$ cat src/common/dtc_pkg.sv
// dtc_pkg: constants and types for the data transceiver controller
// assumes a single bus clock; no software registers
package dtc_pkg;
	localparam int NUM_BANKS = 2;
	localparam int NUM_LANES = 4;
	localparam int CLK_NS = 4;
	// wait cycles before the write-direction enable, past the address phase
	localparam logic [3:0] WR_HOLDOFF = 4'h1;
	// write wait used in place of WR_HOLDOFF after a read, before a write may drive the bus
	localparam logic [3:0] TURN_WAIT = 4'h2;
	// cycles of read-enable delay before the read window opens
	localparam logic [3:0] RD_DELAY = 4'h0;
	localparam logic [1:0] DIR_READ = 2'h1;
	localparam logic [1:0] DIR_WRITE = 2'h2;
	localparam logic [1:0] DIR_NONE = 2'h0;
	typedef enum logic [2:0] {
		DTC_IDLE = 3'b000,
		DTC_RD_SET = 3'b001,
		DTC_RD_ON = 3'b010,
		DTC_WR_SET = 3'b011,
		DTC_WR_ON = 3'b100,
		DTC_HOLD = 3'b101
	} dtc_state_t;
endpackage

$ cat src/hw/dtc_diag_latch.sv
// dtc_diag_latch: captures fetch-kind pins with the address strobe
// assumes addr_strobe_i is high for the address phase of each cycle
`timescale 1ns/1ps
module dtc_diag_latch (
	input wire logic clk_i,
	input wire logic rst_i,
	input wire logic addr_strobe_i,
	input wire logic [1:0] fetch_kind_i,
	output logic [1:0] fetch_kind_o
);
	always_ff @(posedge clk_i or posedge rst_i) begin
		if (rst_i) begin
			fetch_kind_o <= 2'h0;
		end else if (addr_strobe_i) begin
			fetch_kind_o <= fetch_kind_i;
		end
	end
endmodule

$ cat src/hw/dtc_top.sv
// dtc_top: transceiver controls for a multiplexed address/data bus
// assumes strobes active high, synchronous to clk_i (the bus clock)
// Overview of operation
// - fetch-kind pins latched with the same strobe as the address.
// - memory side must release bus within half a clock after a read.
// - single bank: read enable is registered, needs read window, read-drive strobe and bank select.
// - several banks: read enable needs read-drive strobe and bank select.
// - write enable from write strobe, held until data is strobed in.
// - with wait states, write enable waits past the address phase.
// - write after read holds off write enable until read bus released.
// - partial writes enable only transceivers of written byte lanes.
// - direction pin changes only while outputs are disabled.
// - output enable window spans combined read and write strobes.
// - read output enable may be delayed by wait-state count.
// - read output enable drops on the edge read strobe negates.
// - direction set before output enable asserts.
// - direction held until edge after strobe ends, enable already off.
`timescale 1ns/1ps
module dtc_top (
	input wire logic clk_i,
	input wire logic rst_i,
	input wire logic addr_strobe_i,
	input wire logic rd_i,
	input wire logic wr_i,
	input wire logic read_drive_strobe_i,
	input wire logic [dtc_pkg::NUM_BANKS-1:0] bank_sel_i,
	input wire logic [dtc_pkg::NUM_LANES-1:0] byte_en_i,
	input wire logic [1:0] fetch_kind_i,
	output logic [dtc_pkg::NUM_BANKS-1:0] rd_oe_o,
	output logic [dtc_pkg::NUM_BANKS*dtc_pkg::NUM_LANES-1:0] wr_oe_o,
	output logic xcvr_oe_o,
	output logic xcvr_dir_wr_o,
	output logic [1:0] fetch_kind_o
);
	// ****************************************
	// state
	// ****************************************
	dtc_pkg::dtc_state_t state;
	dtc_pkg::dtc_state_t next_state;
	logic [3:0] wait_cnt;
	logic last_was_read;
	logic [dtc_pkg::NUM_BANKS-1:0] bank_q;
	logic [dtc_pkg::NUM_LANES-1:0] lanes_q;
	logic strobe_any;
	logic [3:0] wr_need;

	function automatic logic [dtc_pkg::NUM_LANES-1:0] lanes_of(
		input logic [dtc_pkg::NUM_LANES-1:0] be);
		lanes_of = be;
	endfunction

	assign strobe_any = rd_i | wr_i;
	// turnaround wait after a read covers the slow release
	assign wr_need = last_was_read ? dtc_pkg::TURN_WAIT : dtc_pkg::WR_HOLDOFF;

	always_comb begin
		next_state = state;
		case (state)
			dtc_pkg::DTC_IDLE: begin
				if (rd_i) begin
					next_state = dtc_pkg::DTC_RD_SET;
				end else if (wr_i) begin
					next_state = dtc_pkg::DTC_WR_SET;
				end
			end
			dtc_pkg::DTC_RD_SET: begin
				if (!rd_i) begin
					next_state = dtc_pkg::DTC_HOLD;
				end else if (wait_cnt >= dtc_pkg::RD_DELAY) begin
					next_state = dtc_pkg::DTC_RD_ON;
				end
			end
			dtc_pkg::DTC_RD_ON: begin
				if (!rd_i) begin
					next_state = dtc_pkg::DTC_HOLD;
				end
			end
			dtc_pkg::DTC_WR_SET: begin
				if (!wr_i) begin
					next_state = dtc_pkg::DTC_HOLD;
				end else if (wait_cnt >= wr_need) begin
					next_state = dtc_pkg::DTC_WR_ON;
				end
			end
			dtc_pkg::DTC_WR_ON: begin
				if (!wr_i) begin
					next_state = dtc_pkg::DTC_HOLD;
				end
			end
			dtc_pkg::DTC_HOLD: begin
				next_state = dtc_pkg::DTC_IDLE;
			end
			default: begin
				next_state = dtc_pkg::DTC_IDLE;
			end
		endcase
	end

	always_ff @(posedge clk_i or posedge rst_i) begin
		if (rst_i) begin
			state <= dtc_pkg::DTC_IDLE;
		end else begin
			state <= next_state;
		end
	end

	always_ff @(posedge clk_i or posedge rst_i) begin
		if (rst_i) begin
			wait_cnt <= 4'h0;
		end else if (state != next_state) begin
			wait_cnt <= 4'h0;
		end else if (wait_cnt != 4'hf) begin
			wait_cnt <= wait_cnt + 4'h1;
		end
	end

	always_ff @(posedge clk_i or posedge rst_i) begin
		if (rst_i) begin
			last_was_read <= 1'b0;
		end else if (state == dtc_pkg::DTC_RD_ON || state == dtc_pkg::DTC_RD_SET) begin
			last_was_read <= 1'b1;
		end else if (state == dtc_pkg::DTC_WR_ON) begin
			last_was_read <= 1'b0;
		end
	end

	// bank and lanes captured at cycle start, held through the cycle
	always_ff @(posedge clk_i or posedge rst_i) begin
		if (rst_i) begin
			bank_q <= '0;
			lanes_q <= '0;
		end else if (state == dtc_pkg::DTC_IDLE && strobe_any) begin
			bank_q <= bank_sel_i;
			lanes_q <= lanes_of(byte_en_i);
		end
	end

	// ****************************************
	// outputs
	// ****************************************
	// direction only moves in idle, when the enable is already low
	always_ff @(posedge clk_i or posedge rst_i) begin
		if (rst_i) begin
			xcvr_dir_wr_o <= 1'b0;
		end else if (state == dtc_pkg::DTC_IDLE && !xcvr_oe_o) begin
			if (wr_i && !rd_i) begin
				xcvr_dir_wr_o <= 1'b1;
			end else if (rd_i) begin
				xcvr_dir_wr_o <= 1'b0;
			end
		end
	end

	always_ff @(posedge clk_i or posedge rst_i) begin
		if (rst_i) begin
			xcvr_oe_o <= 1'b0;
		end else begin
			xcvr_oe_o <= (next_state == dtc_pkg::DTC_RD_ON) ||
				(next_state == dtc_pkg::DTC_WR_ON);
		end
	end

	genvar b;
	generate
		for (b = 0; b < dtc_pkg::NUM_BANKS; b++) begin : g_bank
			always_ff @(posedge clk_i or posedge rst_i) begin
				if (rst_i) begin
					rd_oe_o[b] <= 1'b0;
				end else begin
					// read window also needs the processor read-drive strobe
					rd_oe_o[b] <= (next_state == dtc_pkg::DTC_RD_ON) &&
						read_drive_strobe_i && bank_q[b];
				end
			end
			always_ff @(posedge clk_i or posedge rst_i) begin
				if (rst_i) begin
					wr_oe_o[b*dtc_pkg::NUM_LANES +: dtc_pkg::NUM_LANES] <= '0;
				end else if (next_state == dtc_pkg::DTC_WR_ON && bank_q[b]) begin
					wr_oe_o[b*dtc_pkg::NUM_LANES +: dtc_pkg::NUM_LANES] <= lanes_q;
				end else begin
					wr_oe_o[b*dtc_pkg::NUM_LANES +: dtc_pkg::NUM_LANES] <= '0;
				end
			end
		end
	endgenerate

	dtc_diag_latch u_diag (
		.clk_i(clk_i),
		.rst_i(rst_i),
		.addr_strobe_i(addr_strobe_i),
		.fetch_kind_i(fetch_kind_i),
		.fetch_kind_o(fetch_kind_o)
	);

	// ****************************************
	// checks
	// ****************************************
	AST_NO_CLASH: assert property (@(posedge clk_i) disable iff (rst_i)
		!(|(rd_oe_o & bank_q) && |wr_oe_o)) else $error("read and write enables together");
	AST_DIR_STABLE: assert property (@(posedge clk_i) disable iff (rst_i)
		$changed(xcvr_dir_wr_o) |-> !$past(xcvr_oe_o) && !xcvr_oe_o)
		else $error("direction moved while enabled");
	AST_RD_DROP: assert property (@(posedge clk_i) disable iff (rst_i)
		(state == dtc_pkg::DTC_RD_ON && !rd_i) |=> !xcvr_oe_o && rd_oe_o == '0)
		else $error("read enable not dropped");
	AST_WR_DIR: assert property (@(posedge clk_i) disable iff (rst_i)
		|wr_oe_o |-> xcvr_dir_wr_o) else $error("write enable without write direction");
	AST_RD_DIR: assert property (@(posedge clk_i) disable iff (rst_i)
		|rd_oe_o |-> !xcvr_dir_wr_o) else $error("read enable without read direction");
	AST_WR_LATE: assert property (@(posedge clk_i) disable iff (rst_i)
		(state == dtc_pkg::DTC_IDLE && wr_i && !rd_i) |=> wr_oe_o == '0)
		else $error("write enable during address phase");
	AST_WR_HOLD: assert property (@(posedge clk_i) disable iff (rst_i)
		(state == dtc_pkg::DTC_WR_ON && wr_i) |=> xcvr_oe_o)
		else $error("write enable dropped early");
	AST_LANES: assert property (@(posedge clk_i) disable iff (rst_i)
		|wr_oe_o |-> (wr_oe_o & ~{dtc_pkg::NUM_BANKS{lanes_q}}) == '0)
		else $error("unwritten lane enabled");
	AST_DIAG: assert property (@(posedge clk_i) disable iff (rst_i)
		addr_strobe_i |=> fetch_kind_o == $past(fetch_kind_i))
		else $error("fetch kind not latched");
	CV_READ: cover property (@(posedge clk_i) disable iff (rst_i) |rd_oe_o);
	CV_WRITE: cover property (@(posedge clk_i) disable iff (rst_i) |wr_oe_o);
	CV_TURN: cover property (@(posedge clk_i) disable iff (rst_i)
		last_was_read && state == dtc_pkg::DTC_WR_ON);
endmodule

$ cat config.mk
export PLATFORM = sky130hd
export DESIGN_NAME = dtc_top
export DESIGN_NICKNAME = d
export VERILOG_FILES = /design/src/common/dtc_pkg.sv /design/src/hw/dtc_diag_latch.sv /design/src/hw/dtc_top.sv
export SDC_FILE = /design/constraint.sdc
export NUM_CORES = 1
export LEC_CHECK = 0
export ABC_AREA = 1
export BUFFER_PORTS_ARGS = -buffer_cell sky130_fd_sc_hd__buf_4
export CORE_MARGIN = 3
export CORE_UTILIZATION = 52
export CTS_BUF_LIST = sky130_fd_sc_hd__clkbuf_16
export CTS_CLUSTER_SIZE = 24
export DETAILED_ROUTE_END_ITERATION = 6
export PLACE_DENSITY = 0.81
export SETUP_SLACK_MARGIN = 0.15
export SYNTH_ARGS = -nofsm -noshare
export SYNTH_HDL_FRONTEND = slang
export SYNTH_SLANG_ARGS = --single-unit
export TNS_END_PERCENT = 10
$ cat constraint.sdc
create_clock -name clk_i -period 1.7 [get_ports clk_i]
set_clock_uncertainty 0.1 [all_clocks]
set_input_delay 0.17 -clock clk_i [delete_from_list [all_inputs] [get_ports clk_i]]
set_output_delay 0.17 -clock clk_i [all_outputs]
set_load 0.02 [all_outputs]
==> metrics.md, run 1 <==
| Metric | Value |
|---|---|
| Via density | `5.12` |
| Area grow syn2layout | `35.0%` |
| R2R setup slack | `0.04 ns` |
| Critical Path AT | `1.75 ns` |
| Slew of the pin with the lowest slew margin | `0.338 ns` |
| DRC | `0` |
| P_leak | `0.913 nW` |
| # setup viols final | `0` |
| Die X | `55.8 µm` |
| Clock tree buffer depth | `2` |
| Starting DRC count in detailed routing | `20` |
| Ant. Diodes | `0` |
| Vias | `1030` |
| Register bit total from synthesis | `28` |
| P_sw | `1.30 mW` |
| WS Path Type | `flop to flop` |
| Vias in the first global route | `1034` |
| IR drop worst, VDD | `0.00113 V` |
| Clock Power Share | `21.2%` |
| Worst hold-check path type | `input port to flop` |
| Switching Fraction | `40.1%` |
| Area after DPL | `0.00154 mm²` |
| Critical Path Stages | `10` |
| Pwr/cell area | `1860 mW/mm²` |
| Remaining global-route overflow | `0` |
| Largest net degree at the start of global routing | `29` |
| Critical-path top delay cell | `dfrtp_1` |
| Comb pwr share | `46.8%` |
| Top cells by count, synth | `dfrtp_1 (28), nor2_1 (21), nand2_1 (19), inv_1 (15), a21oi_1 (7)` |
| Sequential fraction of design power | `31.9%` |
| Most frequent cell after synthesis | `dfrtp_1` |
| Final Cell Area | `0.00174 mm²` |
| Nature of the critical path startpoint | `flop` |
| Die Height | `55.8 µm` |
| Gr usage total | `18.7%` |
| Post-Syn Instances | `137` |
| Final setup TNS | `0 ns` |
| WL final | `2810 µm` |
| Worst R2R Start | `wait_cnt[1]$_DFFE_PP0P_` |
| Pint | `1.94 mW` |
| Num rows | `17` |
| Post-Syn Area | `0.00129 mm²` |
| Core region area | `0.00228 mm²` |
| Relative slew slack | `77.5%` |
| WHS | `0.0428 ns` |
| Area of the die | `0.00311 mm²` |
| CTS Root Cell | `clkbuf_16` |
| Seq/Total Area, Yosys | `54.4%` |
| Share of cells above drive strength 1 | `46.2%` |
| Clock sink count | `28` |
| H-tree levels | `1` |
| Status | `finished, final reports clean` |
| Critical Path End Type | `flop` |
| Initial antenna violation count | `0` |
| Clock transition at path regs | `0.07 ns` |
| Final worst-path cycle share | `97.5%` |
| Max Cap Violations | `0` |
| Syn Nets | `154` |
| R2r worst-path depth | `10` |
| Main synth FF type | `dfrtp_1` |
| Final Net Count | `191` |
| Asr flop ratio synth | `100%` |
| Yosys cell types | `23` |
| Fillers | `147` |
| Top cell type's share of synthesized area | `54.4%` |
| PortBufs | `27` |
| Clk_lat worst skew | `0.26 ns` |
| Setup crit end | `wait_cnt[1]$_DFFE_PP0P_` |
| Worst Setup SP | `wait_cnt[1]$_DFFE_PP0P_` |
| Placer Congestion | `0.881` |
| Final max-slew violation count | `0` |
| Post-synth top area cell | `dfrtp_1` |
| Antenna-violating nets left | `0` |
| Sequential cell area | `701 µm²` |
| Crit path buf inv count | `0` |
| First-pass GRT wire length | `4490 µm` |
| TritonRoute pass-1 iters | `4` |
| Dpl hpwl | `1890 µm` |
| Crit-path max cell delay | `0.42 ns` |
| Worst flop-to-flop path endpoint | `wait_cnt[1]$_DFFE_PP0P_` |
| Main area contributors after synthesis | `dfrtp_1 (54%), nor2_1 (6.1%), nand2_1 (5.5%)` |
| Synth Warn # | `0` |
| Critical-path cell list | `ha_1 -> nor3_4 -> nand3_2 -> nand2_1 -> nand2_2 -> nand2_4 -> nand2_2 -> nand2_2 -> nand2_2 -> nor2_2` |
| RSZ-0062 raised after global routing | `true` |
| CTS Buf Count | `3` |
| Final Hold Fails | `0` |
| CP Max Fanout | `4` |
| CTS tree | `yes` |
| Layout Cells excl Fill | `201` |
| Initial Util | `56.6%` |
| Delay-heaviest family, CP | `simple AND/OR/NAND/NOR gates` |
| Routed len/inst | `14.0 µm` |
| Final worst path period need | `1.66 ns` |
| Synthesized area per cell | `9.41 µm²` |
| Most frequent CP cell | `nand2_2` |
| Area of the multi-input gates | `568 µm²` |
| Max Fclk | `603 MHz` |
| Placed cell count | `193` |
| Post-synth EDFFs | `0` |
| # IOs | `28` |
| Critical path required time | `1.80 ns` |
## layer usage
layer / part of all wire, % / track usage (%)
met5: 0 / 0
met4: 2.0 / 7.64
met3: 6.0 / 4.64
met2: 52 / 34.0
met1: 40 / 20.6
## worst min-delay path by stage
stage,startpoint,endpoint,slack [ns],cells after the start
floorplan,rst_i,bank_q[0]$_DFFE_PP0P_,0.14,1
global placement,rst_i,u_diag.fetch_kind_o[1]$_DFFE_PP0P_,0.15,3
detailed placement,rst_i,u_diag.fetch_kind_o[1]$_DFFE_PP0P_,0.16,3
CTS,fetch_kind_i[1],u_diag.fetch_kind_o[1]$_DFFE_PP0P_,0.04,2
global route,fetch_kind_i[1],u_diag.fetch_kind_o[1]$_DFFE_PP0P_,0.05,2
finish,fetch_kind_i[1],u_diag.fetch_kind_o[1]$_DFFE_PP0P_,0.04,2
## placed cells by master, fill, tap and decap left out, drive strengths merged
cell type and instances:
a21oi 7, a31oi 1, buf 32, bufinv 1, clkbuf 3, dfrtp 28, dlygate4sd3 1, ha 3
inv 21, mux2 3, nand2 27, nand3 8, nand4 2, nor2 27, nor3 1, o21ai 5
o221ai 1, or2 1, xor2 1
## timing repair
action,CTS,global route
pin swaps,1,12
gates resized for setup,4,15
hold buffers,1,0
hold endpoints to repair,28,0
setup buffers,1,2
setup endpoints to repair,13,15
## flip-flops by register name (all words and copies together), names as in the netlist
signal,cells
xcvr_dir_wr_o,1
last_was_read,1
bank_q,2
lanes_q,4
xcvr_oe_o,1
rd_oe_o,2
wr_oe_o,8
u_diag.fetch_kind_o,2
state,3
wait_cnt,4
## cell families after synthesis
family,Yosys count,share of synthesized area (%)
buf+inv,22,6.60
fa+ha+maj,3,2.91
flops,28,54.4
simple gates,66,26.5
xor+xnor,1,0.680
mux,3,2.62
compound gates,14,6.31
## power by group through the flow
stage | combinational, mW | sequential [mW] | clock (mW)
floorplan | 0.783 | 1.16 | 0
global placement | 1.25 | 1.03 | 0
detailed placement | 1.30 | 1.03 | 0
CTS | 1.35 | 1.02 | 0.697
global route | 1.68 | 1.06 | 0.722
finish | 1.52 | 1.03 | 0.687
## area by class of cell
class / instances / share of cell area [%]
well taps: 28 / 2.01
multi-input cells: 87 / 32.6
inverters: 21 / 4.67
clock inverters: 1 / 1.73
repair buffers: 33 / 14.4
flip-flops and latches: 28 / 40.3
clock buffers: 3 / 4.31
## per-stage QoR
step	setup WS [ns]	util, %	power (mW)
floorplan	0.153	-	1.94
global placement	0.0491	67.5	2.28
detailed placement	-0.000226	67.5	2.33
CTS	0.0348	73.1	3.07
global route	-0.0923	76.5	3.46
finish	0.0417	76.5	3.24
Note: power is estimated with default switching activity, not from simulation.
==> run 2: changes to the inputs <==
--- a/config.mk
+++ b/config.mk
@@ -12,6 +12,7 @@
 export CTS_BUF_LIST = sky130_fd_sc_hd__clkbuf_16
 export CTS_CLUSTER_SIZE = 24
 export DETAILED_ROUTE_END_ITERATION = 6
+export HOLD_SLACK_MARGIN = 0.1
 export PLACE_DENSITY = 0.81
 export SETUP_SLACK_MARGIN = 0.15
 export SYNTH_ARGS = -nofsm -noshare
==> metrics.md, run 2 (same netlist as run 1, synthesis figures left out) <==
| Metric | Value |
|---|---|
| Status | `finished, violations left` |
| Failing checks | `negative setup slack` |
| Vias | `1079` |
| Remaining global-route overflow | `0` |
| Pwr/cell area | `1810 mW/mm²` |
| Largest regs | `wr_oe_o (8), lanes_q (4), wait_cnt (4)` |
| WL final | `3120 µm` |
| R2r worst-path depth | `9` |
| Relative slew slack | `77.5%` |
| TritonRoute pass-1 iters | `4` |
| Final worst path period need | `1.72 ns` |
| Final Net Count | `201` |
| Placed cell count | `193` |
| CP Max Fanout | `4` |
| CTS Buf Count | `3` |
| P_leak | `0.962 nW` |
| WHS | `0.141 ns` |
| Critical Path AT | `1.78 ns` |
| PortBufs | `27` |
| R2R setup slack | `-0.02 ns` |
| Clk_lat worst skew | `0.26 ns` |
| Final setup TNS | `-0.0930 ns` |
| Nature of the critical path startpoint | `flop` |
| Area grow syn2layout | `43.8%` |
| Post-Route Utilization | `81.4%` |
| Critical Path Stages | `9` |
| Commonest non-fill, non-tap cell in the layout | `buf_4` |
| Dpl hpwl | `1890 µm` |
| Initial antenna violation count | `0` |
| Core region area | `0.00228 mm²` |
| Routed len/inst | `14.8 µm` |
| Share of cells above drive strength 1 | `44.3%` |
| Clock sink count | `28` |
| Initial Util | `56.6%` |
| Final critical-path setup slack | `-0.0242 ns` |
| H-tree levels | `1` |
| Antenna-violating nets left | `0` |
| Critical path required time | `1.75 ns` |
| IR drop worst, VDD | `0.00126 V` |
| # setup viols final | `4` |
| # IOs | `28` |
| Die Height | `55.8 µm` |
| Placer Congestion | `0.881` |
| Top reg by flops | `wr_oe_o` |
| Largest net degree at the start of global routing | `29` |
| CTS Root Cell | `clkbuf_16` |
| Total chip power | `3.35 mW` |
| Max Fclk | `580 MHz` |
| Starting DRC count in detailed routing | `27` |
| Worst Setup SP | `wait_cnt[1]$_DFFE_PP0P_` |
| Die X | `55.8 µm` |
| Crit path buf inv count | `0` |
| Worst R2R Start | `wait_cnt[1]$_DFFE_PP0P_` |
| Delay-heaviest family, CP | `simple AND/OR/NAND/NOR gates` |
| Final max-slew violation count | `0` |
| WS Path Type | `flop to flop` |
| Final worst-path cycle share | `101%` |
| Worst flop-to-flop path endpoint | `wait_cnt[3]$_DFFE_PP0P_` |
| First-pass GRT wire length | `4840 µm` |
| Via density | `5.11` |
| Final Hold Fails | `0` |
| Clock transition at path regs | `0.07 ns` |
| Max Cap Violations | `0` |
| Setup crit end | `wait_cnt[3]$_DFFE_PP0P_` |
| CTS tree | `yes` |
| Area of the die | `0.00311 mm²` |
| Ant. Diodes | `0` |
| Most frequent cells in the layout | `buf_4 (32), dfrtp_1 (28), nor2_1 (17)` |
| Layout Cells excl Fill | `211` |
| Num rows | `17` |
| Crit-path max cell delay | `0.41 ns` |
| Critical-path cell list | `ha_1 -> nor3_4 -> nand4_1 -> nand2_2 -> nand2_2 -> nand2_1 -> nor2_2 -> nand2_4 -> nor2_2` |
| RSZ-0062 raised after global routing | `true` |
| Vias in the first global route | `1125` |
| Clock tree buffer depth | `2` |
| Largest register FFs | `8` |
| Critical Path End Type | `flop` |
| DRC | `0` |
| Gr usage total | `20.2%` |
| Worst hold-check path type | `input port to flop` |
| Critical-path top delay cell | `dfrtp_1` |
| Slew of the pin with the lowest slew margin | `0.338 ns` |
[run 2: changes by cell type in the layout (fill, tap and decap cells not counted)]
cell / previous run / this run
nor2_4: 2 / 3
nand2_1: 13 / 12
nand2_4: 3 / 4
nor2_2: 8 / 7
dlygate4sd3_1: 1 / 11
[run 2: where the power goes]
part           switching, mW  total, mW  internal, mW
combinational           1.02       1.61         0.597
sequential             0.138       1.04         0.900
clock                  0.228      0.697         0.469
total                   1.38       3.35          1.97
[run 2: stage by stage]
stage	area (µm²)	setup WS [ns]
after floorplan	1290	0.153
after global placement	1540	0.0491
after detailed placement	1540	-0.000226
after CTS	1760	0.0348
after global routing	1850	-0.142
final	1850	-0.0242
[run 2: per-layer routing]
metal | routed length (µm) | global-route usage (%)
met1 | 1220 | 21.5
met2 | 1630 | 36.5
met3 | 173 | 5.10
met4 | 93 | 10.1
met5 | 0 | 0
[run 2: cell type report]
| class | count | area [µm²] |
|---|---|---|
| well taps | 28 | 35.0 |
| repair buffers | 43 | 350 |
| inverters | 21 | 81.3 |
| clock inverters | 1 | 30.0 |
| multi-input cells | 87 | 581 |
| clock buffers | 3 | 75.1 |
| fillers | 124 | 423 |
| flip-flops and latches | 28 | 701 |
[run 2: timing repair]
item,4_1_cts,5_1_grt
pin swaps,1,12
hold buffers,11,0
gates resized for setup,4,18
endpoints found under the setup margin,13,15
endpoints found under the hold margin,38,0
buffers inserted,1,2
[run 2: worst min-delay path by stage]
| stage | from | endpoint | cells after the start |
|---|---|---|---|
| finish | rd_i | state[2]$_DFF_PP0_ | 2 |
| global route | rd_i | state[2]$_DFF_PP0_ | 2 |
| CTS | rd_i | xcvr_dir_wr_o$_DFFE_PP0P_ | 4 |
| detailed placement | rst_i | u_diag.fetch_kind_o[1]$_DFFE_PP0P_ | 3 |
| global placement | rst_i | u_diag.fetch_kind_o[1]$_DFFE_PP0P_ | 3 |
| floorplan | rst_i | bank_q[0]$_DFFE_PP0P_ | 1 |
==> run 3: changes to the inputs <==
--- a/config.mk
+++ b/config.mk
@@ -8,12 +8,12 @@
 export ABC_AREA = 1
 export BUFFER_PORTS_ARGS = -buffer_cell sky130_fd_sc_hd__buf_4
 export CORE_MARGIN = 3
-export CORE_UTILIZATION = 52
+export CORE_UTILIZATION = 30
 export CTS_BUF_LIST = sky130_fd_sc_hd__clkbuf_16
 export CTS_CLUSTER_SIZE = 24
 export DETAILED_ROUTE_END_ITERATION = 6
 export HOLD_SLACK_MARGIN = 0.1
-export PLACE_DENSITY = 0.81
+export PLACE_DENSITY = 0.53
 export SETUP_SLACK_MARGIN = 0.15
 export SYNTH_ARGS = -nofsm -noshare
 export SYNTH_HDL_FRONTEND = slang
==> metrics.md, run 3 (same netlist as run 1, synthesis figures left out) <==
| Metric | Value |
|---|---|
| Via density | `4.40` |
| IR drop worst, VDD | `0.000674 V` |
| CP Max Fanout | `3` |
| Top reg by flops | `wr_oe_o` |
| Vias | `1035` |
| Area of the multi-input gates | `547 µm²` |
| Critical Path End Type | `flop` |
| Largest regs | `wr_oe_o (8), lanes_q (4), wait_cnt (4)` |
| Initial antenna violation count | `0` |
| RSZ-0062 raised after global routing | `true` |
| Fillers | `407` |
| Remaining global-route overflow | `0` |
| Ant. Diodes | `0` |
| Dpl ws | `-0.0167 ns` |
| H-tree levels | `1` |
| First-pass GRT wire length | `4750 µm` |
| Final worst path period need | `1.70 ns` |
| Max Cap Violations | `0` |
| Final worst-path cycle share | `100%` |
| WS Path Type | `flop to flop` |
| CTS tree | `yes` |
| Num rows | `23` |
| Failing checks | `negative setup slack` |
| Post-Route Utilization | `45.5%` |
| Largest net degree at the start of global routing | `29` |
| Most frequent cells in the layout | `buf_4 (34), dfrtp_1 (28), nor2_1 (19)` |
| Pwr/cell area | `1680 mW/mm²` |
| Placer Congestion | `0.727` |
| Critical path required time | `1.75 ns` |
| Worst hold-check path type | `input port to flop` |
| Nature of the critical path startpoint | `flop` |
| CTS Buf Count | `3` |
| DRC | `0` |
| Gr usage total | `11.1%` |
| P_leak | `0.958 nW` |
| CTS Root Cell | `clkbuf_16` |
| Status | `finished, violations left` |
| Critical Path AT | `1.75 ns` |
| # setup viols final | `1` |
| Final Net Count | `203` |
| TritonRoute pass-1 iters | `4` |
| Dpl hpwl | `1990 µm` |
| Area grow syn2layout | `44.4%` |
| Area of the die | `0.00512 mm²` |
| Sequential cell area | `701 µm²` |
| Critical-path top delay cell | `dfrtp_1` |
| Starting DRC count in detailed routing | `29` |
| Largest register FFs | `8` |
| Slew of the pin with the lowest slew margin | `0.348 ns` |
| Vias in the first global route | `1151` |
| Commonest non-fill, non-tap cell in the layout | `buf_4` |
| Max Fclk | `587 MHz` |
| Final max-slew violation count | `0` |
| Clock transition at path regs | `0.06 ns` |
| Core region area | `0.00409 mm²` |
| Crit-path max cell delay | `0.39 ns` |
| Critical-path cell list | `buf_4 -> buf_4 -> ha_1 -> nand2_1 -> inv_1 -> nand2_2 -> mux2_2 -> inv_1 -> nor2_1` |
| Die X | `71.5 µm` |
| Initial Util | `31.5%` |
| Crit path buf inv count | `4` |
| PortBufs | `27` |
| Delay-heaviest family, CP | `flip-flops` |
| # IOs | `28` |
| Routed len/inst | `11.3 µm` |
| Final Hold Fails | `0` |
| Antenna-violating nets left | `0` |
| Die Height | `71.5 µm` |
| Clock sink count | `28` |
| Clock tree buffer depth | `2` |
| Clk_lat worst skew | `0.25 ns` |
| Share of cells above drive strength 1 | `42.7%` |
| WL final | `2660 µm` |
| Final critical-path setup slack | `-0.00383 ns` |
| Relative slew slack | `76.8%` |
==> run 3: layout make-up <==
cell class,count,area share [%]
sequential,28,37.7
multi-input combinational,87,29.4
timing repair buffer,45,19.6
inverter,21,4.30
clock buffer,3,4.03
tap,50,3.36
clock inverter,1,1.61
==> run 3: layer usage <==
metal	GRT usage (%)	routed length [µm]	part of all wire (%)
met1	14.0	1200	45
met2	20.6	1370	51
met3	1.26	73	2.7
met4	2.09	14	0.53
met5	0	0	0
==> run 3: worst register-to-register path: stages, from the launching register on <==
cell     delay [ns]
dfrtp_1        0.39
buf_4          0.14
buf_4          0.13
ha_1           0.21
nand2_1        0.07
inv_1          0.06
nand2_2        0.08
mux2_2         0.34
inv_1          0.05
nor2_1         0.04
==> run 3: path summary, 6_finish.rpt <==
path | from | end | slack (ns) | cells after the start
worst max-delay path | wait_cnt[0]$_DFFE_PP0P_ | wait_cnt[1]$_DFFE_PP0P_ | -0.004 | 9
worst min-delay path | wr_i | state[0]$_DFF_PP0_ | 0.16 | 4
worst max register to register | wait_cnt[0]$_DFFE_PP0P_ | wait_cnt[1]$_DFFE_PP0P_ | -0.004 | 9
worst min register to register | xcvr_oe_o$_DFF_PP0_ | xcvr_dir_wr_o$_DFFE_PP0P_ | 0.41 | 1
max in group asynchronous | rst_i | xcvr_dir_wr_o$_DFFE_PP0P_ | 0.81 | 4
min in group asynchronous | rst_i | wr_oe_o[0]$_DFF_PP0_ | 0.43 | 4
==> run 3: repair_timing <==
| action | in CTS | in global routing |
|---|---|---|
| endpoints found under the hold margin | 38 | 0 |
| endpoints found under the setup margin | 13 | 14 |
| buffers inserted | 3 | 2 |
| pin swaps | 11 | 10 |
| gates resized for setup | 10 | 5 |
| hold buffers | 11 | 0 |
==> run 3: report_power, final <==
part           switching [mW]  internal, mW  leakage [nW]
Combinational           0.861         0.567         0.554
Clock                   0.207         0.468        0.0511
Sequential              0.127         0.900         0.353
==> run 3: stage by stage <==
step / total power [mW] / std cells / hold slack [ns] / area (µm²) / setup TNS, ns
2_1_floorplan: 1.94 / 137 / 0.135 / 1290 / 0
6_report: 3.13 / 235 / 0.163 / 1860 / -0.00383
3_3_place_gp: 2.31 / 215 / 0.159 / 1560 / 0
5_1_grt: 3.37 / 235 / 0.171 / 1860 / -0.326
4_1_cts: 3.13 / 233 / 0.159 / 1830 / 0
3_5_place_dp: 2.34 / 215 / 0.166 / 1560 / -0.0291
